File: src/verilog/bpm_pkg.sv
// Purpose: Shared constants for the bus pin function mux
// Assumes: Single 125 MHz clock domain, synchronous reset
// Notes:   Bus states count from one; third_bus_state is the switch point
package bpm_pkg;
	localparam logic [2:0] MODE_MIN_EXP   = 3'h1;
	localparam logic [2:0] MODE_MAX_FIXED = 3'h4;
	localparam logic [2:0] MODE_DDR_SEL   = 3'h5;
	localparam logic [1:0] THIRD_STATE    = 2'h3;
	localparam logic [7:0] LATCH_RST      = 8'h00;
	localparam logic [7:0] DIR_RST        = 8'h00;
	localparam logic [2:0] ACC_RST        = 3'h0;
	localparam logic [2:0] BUS_REQUEST_N_HI_MIN    = 3'h3;
	localparam logic [1:0] BUS_REQUEST_N_HI_SAMP   = 2'h2;
	typedef enum logic [1:0] {
		BPM_ARB_CPU  = 2'b00,
		BPM_ARB_WAIT = 2'b01,
		BPM_ARB_REL  = 2'b10
	} bpm_arb_t;
endpackage

File: src/verilog/bpm_pin_mux.sv
// Purpose: Port pin function selection and external bus release arbiter
// Assumes: Software writes arrive as a register index plus data with a strobe
// Notes:   Only low address ports, cs0 and A23..A20 are muxed here
//
// Operation
// - Bus config writes apply at the next cycle boundary
// - Chip-select direction switch applies at third state
// - Upper address switch applies at third state
// - Per-pin direction and output latch registers
// - Ports 2, 4, 5 have pull-up control
// - Ten bidirectional ports plus input-only port
// - Low address pins follow mode and bus release
// - Chip-select 0 follows direction, mode reset default
// - Request sampled every clock, released at boundary
// - Released bus floats, ack low until two highs
`timescale 1ns/1ps
`default_nettype none
module bpm_pin_mux #(
	parameter int NPORT = 11
) (
	input  wire logic              ref_clk,
	input  wire logic              sys_rst,
	input  wire logic [2:0]        op_mode,
	input  wire logic              wr_en,
	input  wire logic [3:0]        wr_port,
	input  wire logic              wr_dir,
	input  wire logic [7:0]        wr_data,
	input  wire logic              bus_cfg_wr,
	input  wire logic [7:0]        bus_cfg_data,
	input  wire logic              rel_ctrl_wr,
	input  wire logic [4:0]        rel_ctrl_data,
	input  wire logic              pu_wr,
	input  wire logic [1:0]        pu_sel,
	input  wire logic [7:0]        pu_data,
	input  wire logic [1:0]        bus_state,
	input  wire logic              cycle_end,
	input  wire logic              bus_request_n,
	output logic [NPORT*8-1:0]     port_out,
	output logic [NPORT*8-1:0]     port_oe,
	output logic [23:0]            pullup_en,
	output logic [7:0]             bus_cfg_active,
	output logic [3:0]             upper_addr_en,
	output logic                   cs0_out_en,
	output logic                   addr_low_oe,
	output logic                   bus_float,
	output logic                   bus_ack_n
);
	// Port 7 is input only; index 6 counts ports 1..6,7,8,9,A,B
	localparam int P7 = 6;

	typedef struct packed {
		logic [NPORT*8-1:0] dir;
		logic [NPORT*8-1:0] latch;
		logic [23:0]        pu;
		logic [7:0]         cfg_pend;
		logic               cfg_dirty;
		logic [7:0]         cfg_act;
		logic [4:0]         rel_pend;
		logic               rel_dirty;
		logic [4:0]         rel_act;
		logic               dir_dirty;
		logic [NPORT*8-1:0] oe;
		logic [NPORT*8-1:0] out;
		logic [3:0]         up_en;
		logic               cs0_en;
		logic               alo;
		logic               flt;
		logic               ack_n;
		logic               rq_s1;
		logic               rq_s2;
		logic [1:0]         hi_cnt;
		logic               started;
		bpm_pkg::bpm_arb_t  arb;
	} bpm_state_t;

	bpm_state_t st_q;
	bpm_state_t st_d;

	// Expanded mode with fixed address outputs
	function automatic logic fixed_mode(input logic [2:0] m);
		fixed_mode = (m >= bpm_pkg::MODE_MIN_EXP) && (m <= bpm_pkg::MODE_MAX_FIXED);
	endfunction

	always_comb
	begin
		st_d = st_q;
		// Two-flop synchroniser on the request pin
		st_d.rq_s1 = bus_request_n;
		st_d.rq_s2 = st_q.rq_s1;
		// Latch and direction writes; port 7 has no output drive
		if (wr_en && (int'(wr_port) < NPORT) && (int'(wr_port) != P7))
		begin
			if (wr_dir)
			begin
				st_d.dir[wr_port*8 +: 8] = wr_data;
				st_d.dir_dirty = 1'b1;
			end
			else
				st_d.latch[wr_port*8 +: 8] = wr_data;
		end
		// Pull-up banks for ports 2, 4, 5
		if (pu_wr && (pu_sel < 2'h3))
			st_d.pu[pu_sel*8 +: 8] = pu_data;
		// Bus config waits for the cycle boundary
		if (bus_cfg_wr)
		begin
			st_d.cfg_pend = bus_cfg_data;
			st_d.cfg_dirty = 1'b1;
		end
		if (st_q.cfg_dirty && cycle_end)
		begin
			st_d.cfg_act = st_q.cfg_pend;
			st_d.cfg_dirty = bus_cfg_wr;
		end
		if (rel_ctrl_wr)
		begin
			st_d.rel_pend = rel_ctrl_data;
			st_d.rel_dirty = 1'b1;
		end
		// Pin function changes land at the third state of the write
		if (st_q.rel_dirty && (bus_state == bpm_pkg::THIRD_STATE))
		begin
			st_d.rel_act = st_q.rel_pend;
			st_d.rel_dirty = rel_ctrl_wr;
		end
		if (st_q.dir_dirty && (bus_state == bpm_pkg::THIRD_STATE))
		begin
			st_d.cs0_en = fixed_mode(op_mode) || (op_mode == bpm_pkg::MODE_DDR_SEL)
				? st_q.dir[7*8+4] : 1'b0;
			st_d.dir_dirty = wr_en && wr_dir;
		end
		// Arbiter: request sampled each edge, granted at a cycle boundary
		case (st_q.arb)
			bpm_pkg::BPM_ARB_CPU:
				if (st_q.rel_act[0] && !st_q.rq_s2)
					st_d.arb = bpm_pkg::BPM_ARB_WAIT;
			bpm_pkg::BPM_ARB_WAIT:
				if (cycle_end)
				begin
					st_d.arb = bpm_pkg::BPM_ARB_REL;
					st_d.ack_n = 1'b0;
					st_d.flt = 1'b1;
					st_d.hi_cnt = 2'h0;
				end
			bpm_pkg::BPM_ARB_REL:
			begin
				st_d.hi_cnt = st_q.rq_s2 ? ((st_q.hi_cnt == bpm_pkg::BUS_REQUEST_N_HI_SAMP) ?
					st_q.hi_cnt : st_q.hi_cnt + 2'h1) : 2'h0;
				if (st_d.hi_cnt == bpm_pkg::BUS_REQUEST_N_HI_SAMP)
				begin
					st_d.arb = bpm_pkg::BPM_ARB_CPU;
					st_d.ack_n = 1'b1;
					st_d.flt = 1'b0;
				end
			end
			default:
				st_d.arb = bpm_pkg::BPM_ARB_CPU;
		endcase
		if (!st_q.started)
		begin
			// Mode-dependent cs0 default caught after reset release
			st_d.started = 1'b1;
			st_d.dir[7*8+4] = fixed_mode(op_mode);
			st_d.cs0_en = fixed_mode(op_mode);
		end
		// Address pins float with the bus and come back when it is returned
		st_d.up_en = (st_d.rel_act[4] && !st_d.flt) ? st_d.rel_act[3:0] : 4'h0;
		st_d.alo = fixed_mode(op_mode) && !st_d.flt;
		// Output enables: released bus floats cs0; other port pins follow direction
		for (int i = 0; i < NPORT*8; i++)
		begin
			st_d.oe[i] = (i / 8 == P7) ? 1'b0 : st_q.dir[i];
			st_d.out[i] = (i / 8 == P7) ? 1'b0 : st_q.latch[i];
		end
		// Raw direction would switch cs0 early; the staged function waits for the third state
		if (fixed_mode(op_mode) || (op_mode == bpm_pkg::MODE_DDR_SEL))
			st_d.oe[7*8+4] = st_d.cs0_en;
		if (st_d.flt)
			st_d.oe[7*8+4] = 1'b0;
		if (sys_rst)
		begin
			st_d = '0;
			st_d.ack_n = 1'b1;
			st_d.rq_s1 = 1'b1;
			st_d.rq_s2 = 1'b1;
			st_d.arb = bpm_pkg::BPM_ARB_CPU;
		end
	end

	always_ff @(posedge ref_clk)
		st_q <= st_d;

	assign port_out = st_q.out;
	assign port_oe = st_q.oe;
	assign pullup_en = st_q.pu;
	assign bus_cfg_active = st_q.cfg_act;
	assign upper_addr_en = st_q.up_en;
	assign cs0_out_en = st_q.cs0_en;
	assign addr_low_oe = st_q.alo;
	assign bus_float = st_q.flt;
	assign bus_ack_n = st_q.ack_n;
endmodule
`default_nettype wire

File: config.mk
export PLATFORM = sky130hd
export DESIGN_NAME = bpm_pin_mux
export DESIGN_NICKNAME = d
export VERILOG_FILES = /design/src/verilog/bpm_pkg.sv /design/src/verilog/bpm_pin_mux.sv
export SDC_FILE = /design/constraint.sdc
export NUM_CORES = 1
export LEC_CHECK = 0
export ABC_AREA = 1
export BUFFER_PORTS_ARGS = -buffer_cell sky130_fd_sc_hd__buf_2
export CELL_PAD_IN_SITES_DETAIL_PLACEMENT = 2
export CELL_PAD_IN_SITES_GLOBAL_PLACEMENT = 2
export CORE_ASPECT_RATIO = 0.5
export CORE_MARGIN = 4
export CORE_UTILIZATION = 35
export DETAILED_ROUTE_END_ITERATION = 8
export PLACE_DENSITY_LB_ADDON = 0.1
export SETUP_SLACK_MARGIN = 0.2
export SLEW_MARGIN = 10
export SYNTH_ARGS = -nofsm -noshare
export SYNTH_HDL_FRONTEND = slang
export SYNTH_SLANG_ARGS = --single-unit
File: constraint.sdc
create_clock -name ref_clk -period 3.3 [get_ports ref_clk]
set_clock_uncertainty 0.2 [all_clocks]
set_input_delay 0.33 -clock ref_clk [delete_from_list [all_inputs] [get_ports ref_clk]]
set_output_delay 0.33 -clock ref_clk [all_outputs]
set_load 0.05 [all_outputs]
* After elaboration in Yosys (flattened, before gate mapping)
Cells that the tools add are included.
** Operators by class
- Add/sub/neg operators :: 3
- Multipliers :: 0
- Div/mod/pow operators :: 0
- Magnitude comparators :: 4
- Eq/ne operators :: 12
- Shift-type cells :: 4
- Multiplexer cells :: 30
- Bitwise logic cells :: 2
- Reductions and logical operators :: 29
** Operators with widths (number)
- bitwise mux 88 bit :: 2
- 2-to-1 mux 149 bit :: 1
- 2-to-1 mux 88 bit :: 1
- variable shift 8 x 34 -> 88 bit, first input constant :: 1
- variable part select 8 x 34 -> 88 bit :: 1
- 2-to-1 mux 61 bit :: 1
- negation 5 -> 34 bit :: 1
- negation 7 -> 34 bit :: 1
- variable shift 8 x 34 -> 24 bit, first input constant :: 1
- variable part select 8 x 34 -> 24 bit :: 1
- bitwise mux 24 bit :: 1
- 2-to-1 mux 2 bit :: 8
- logical AND 1 bit :: 11
- 2-to-1 mux 1 bit :: 10
- AND reduction 2 bit :: 5
- nonzero test 2 bit :: 5
- 2-to-1 mux 9 bit :: 1
- equality test 2 bit, second input constant :: 4
- != test 2 bit, second input constant :: 4
- case mux 2 bit (2 select lines) :: 2
- 2-to-1 mux 6 bit :: 1
- case mux 2 bit (3 select lines) :: 1
- AND reduction 3 bit :: 2
- less-than comparator 4 bit, second input constant :: 1
- 14 further kinds :: 17
** Storage, ports and cells
- Flip-flop bits (word level) :: 420
- Bits in latches :: 0
- Memory bits (writable) :: 0
- Bits in read-only memories :: 0
- Input bits :: 49
- Output and inout bits :: 216
- Word-level logic and storage cells :: 110
- Memories kept :: 0

* Logic depth before layout (Yosys ltp)
- Depth in word-level cells :: 10
- Depth in mapped cells :: 13
- Depth with buffers taken out :: 11

* Least setup slack after synthesis
No wires, ideal clock.
- Path type :: input-to-reg
- Start :: in wr_port[0]
- End :: reg st_q[334] (netlist name)
- Library setup time :: 0.110 ns
- Arrival :: 2.063 ns
- Required time :: 2.990 ns
- Setup slack :: 0.927 ns
- Stages on the path :: 11
- Buffers on the path :: 2
- Cell sequence :: buf_2 buf_2 nor3_1 ha_1 inv_2 nand2_1 nor2_2 nor3b_4 nand2_1 nand2_1 nor2_1
** Between the ends
- Longest elaborated chain between the ends :: 4
- Elaborated cells between the ends (all ways) :: 9
- Classes of those cells :: add/sub (1); order compare (1); eq/ne (1); shift (2); mux (1); reduce/logical (3)
** Ends and longest elaborated chain
- start, declared :: RTL line bpm_pin_mux.sv:25 : input wire logic [3:0] wr_port,
- parallel branches: the longest is 4 deep, another holds negation 7 -> 34 bit
- end signal, assigned :: RTL line bpm_pin_mux.sv:191 : st_q <= st_d;
- end, declared :: RTL line bpm_pin_mux.sv:76 : bpm_state_t st_q;
Parallel ways; which one is timed is not known.
A chain may end at the register's enable or synchronous reset.

==> results.cfg <==
[sta]
min_period_ns = 2.60
worst_pin_slew_ns = 0.887
max_freq_mhz = 384
fin_tns_setup_ns = 0
finalHoldViolations = 0
finalSetupViolCount = 0
timing.final.crit_share_pct = 78.8
maxSlewHeadroom_pct = 40.4
slew_viol_final = 0
rsz0062_at_grt = false

[yosys]
yosys_warnings = 0
ys.flop_type = dfxtp_1
async_flop_share_pct = 0
synthDistinctLibCells = 41
synth_edf_count = 0
synth-compound-area-share_pct = 10.7
synth_area_um2 = 15000
synth_top_family_by_area = buffers and inverters
avgSynthCellArea_um2 = 8.09
synthCells = 1859
ys_ff_latch = 388
yosys.area_share.xor_xnor_pct = 0.0582
synthAdderAreaFrac_pct = 1.16
synthSimpleGateAreaFrac_pct = 17.0
yosysSeqAreaShare_pct = 51.6
muxShareOfSynthArea_pct = 0.200

[die]
io_pins = 265
fp-row-count = 53
start_util_pct = 35.6
chipHeight_um = 155
coreArea_um2 = 42200
fp.dieW_um = 301
die_area_um2 = 46600

[critical_path]
required_ns = 3.57
r2r_start = st_q[4]
cp-startpoint = sys_rst
crit_buf_inv = 5
critPathKind = in -> reg
crit_path_end_kind = flop
crit_top_cell = dlygate4sd3_1
path_cells = dlygate4sd3_1 > buf_6 > inv_4 > buf_4 > o21ai_0 > nor2_1 > dlygate4sd3_1
startpoint_type = input pin
crit_path_max_fanout = 74
slowest_delay_ns = 0.58
ff2ff_setup_slack_ns = 1.18
arrival_ns = 2.87
crit_slowest_cell = inv_4
crit_family = buffers and inverters

[final_layout]
nFillCells = 4791
layout_common_cells = dfxtp_1 (388), nor2_1 (334), inv_1 (251), buf_2 (247), nand2_1 (161)
final_util_pct = 40.1
finalInstanceArea_um2 = 16900
syn_to_final_growth_pct = 12.6
multi_input_area_um2 = 4440
regArea_um2 = 7770
drive_above_1_share_pct = 18.6
final_nets = 2006
n_antenna_cell = 0
layout_commonest_cell = dfxtp_1

[global_route]
grt_max_degree = 177
grt.total_usage_pct = 18.8
grt_pass1_wl_um = 70300
grt_pass1_vias = 12800
grt-ovfl-total = 0
antenna_found_initial = 0

[power]
power.leakage_nw = 7.88
vdd_drop_max_v = 0.000254
power_density_nw_per_um2 = 583

[detailed_routing]
routedWlPerCell_um = 17.5
drc = 0
vias_per_cell = 4.57
drtAntennaViolNets = 0
drt_wl_total_um = 44600
drt-initial-drc-count = 469
dr.pass1.iters = 4
vias = 11600

[placement]
numPortBuffers = 248
gp_congestion = 0.796
place_area_um2 = 15300
dp_hpwl_um = 31900

[clock_network]
h-tree-depth = 2
cts.sinks = 388
clkTransAtPathRegs_ns = 0.06
clockBufferDepth = 3
post_cts_buffers = 0
cts_tree = yes
cts.root.buffer_cell = clkbuf_16
clk_latency_ns = 0.55
cts_buffers = 38

[run_status]
status = complete, no violations

[min_path]
hp-class = in -> reg
min_from = wr_en

[job]
max_cap_viol_count = 0
## per-stage QoR
step | hold slack, ns | total power, mW | setup WS (ns) | cells
floorplan | 0.189 | 5.53 | 0.927 | 1874
global placement | 0.192 | 5.70 | 0.451 | 2438
detailed placement | 0.211 | 5.75 | 0.242 | 2438
CTS | 0.0177 | 10.0 | 0.705 | 2547
global route | 0.0438 | 10.4 | 0.496 | 2547
finish | 0.0437 | 9.88 | 0.698 | 2547
## cells by family (layout without fill, tap and decap cells)
family                     count (synthesis)  in the layout
xor gates and xnor gates                   1              1
AOI/OAI and AO/OA                        304            304
adders and majority gates                 14             14
DFF                                      388            388
other                                      1             16
muxes                                      3              3
buffers and inverters                    547            643
and+or+nand+nor                          601            601
## metal layers
| layer | up-vias | global-route usage [%] | wire (µm) |
|---|---|---|---|
| li1 | 5695 | - | - |
| met1 | 5724 | 23.2 | 19200 |
| met2 | 174 | 34.8 | 22800 |
| met3 | 53 | 3.35 | 2090 |
| met4 | 0 | 3.00 | 545 |
| met5 | - | 0 | 0 |
## cell type report
class / instances / area share (%)
flip-flops and latches: 388 / 45.9
clock inverters: 17 / 0.813
inverters: 266 / 5.94
repair buffers: 310 / 10.8
clock buffers: 50 / 6.12
multi-input cells: 939 / 26.2
well taps: 577 / 4.26
## final timing paths
path / end / cells past startpoint
setup / recovery: st_q[201] / 7
hold / removal: st_q[191] / 3
setup reg to reg: port_oe[60] / 10
hold reg to reg: st_q[5] / 1
## what timing repair did
item,4_1_cts,5_1_grt
hold buffers,42,0
hold endpoints to repair,47,0
resized for setup,0,0
## worst min-delay path, cell delays in order
cell and delay (ns):
buf_2 0.11, nand2_1 0.17, a221oi_1 0.12
## where the power goes
part	internal [mW]	switching, mW	leakage [nW]	total (mW)
Clock	2.31	1.89	0.580	4.20
Combinational	0.228	0.646	4.16	0.874
Sequential	4.77	0.0380	3.14	4.81
Total	7.31	2.57	7.88	9.88
## Yosys cell counts, types with 10 or more instances
| cell | instances | share of area (%) |
|---|---|---|
| a211oi_1 | 15 | 0.75 |
| dfxtp_1 | 388 | 52 |
| nand2_1 | 161 | 4.0 |
| a21oi_1 | 134 | 4.5 |
| inv_1 | 252 | 6.3 |
| nor2_1 | 334 | 8.3 |
| clkbuf_1 | 43 | 1.1 |
| nand3_1 | 39 | 1.3 |
| buf_4 | 215 | 11 |
| nor3_1 | 21 | 0.70 |
| nand4_1 | 16 | 0.67 |
| buf_2 | 18 | 0.60 |
| o21ai_0 | 143 | 4.8 |
| ha_1 | 14 | 1.2 |
| inv_2 | 10 | 0.25 |
## sequential cells by signal (all words and copies together) (netlist names)
signal and flops:
addr_low_oe 1, bus_ack_n 1, bus_cfg_active 8, bus_float 1, cs0_out_en 1, port_oe 80, port_out 80, pullup_en 24
st_q 188, upper_addr_en 4
Power figures use the tool's default switching activity.
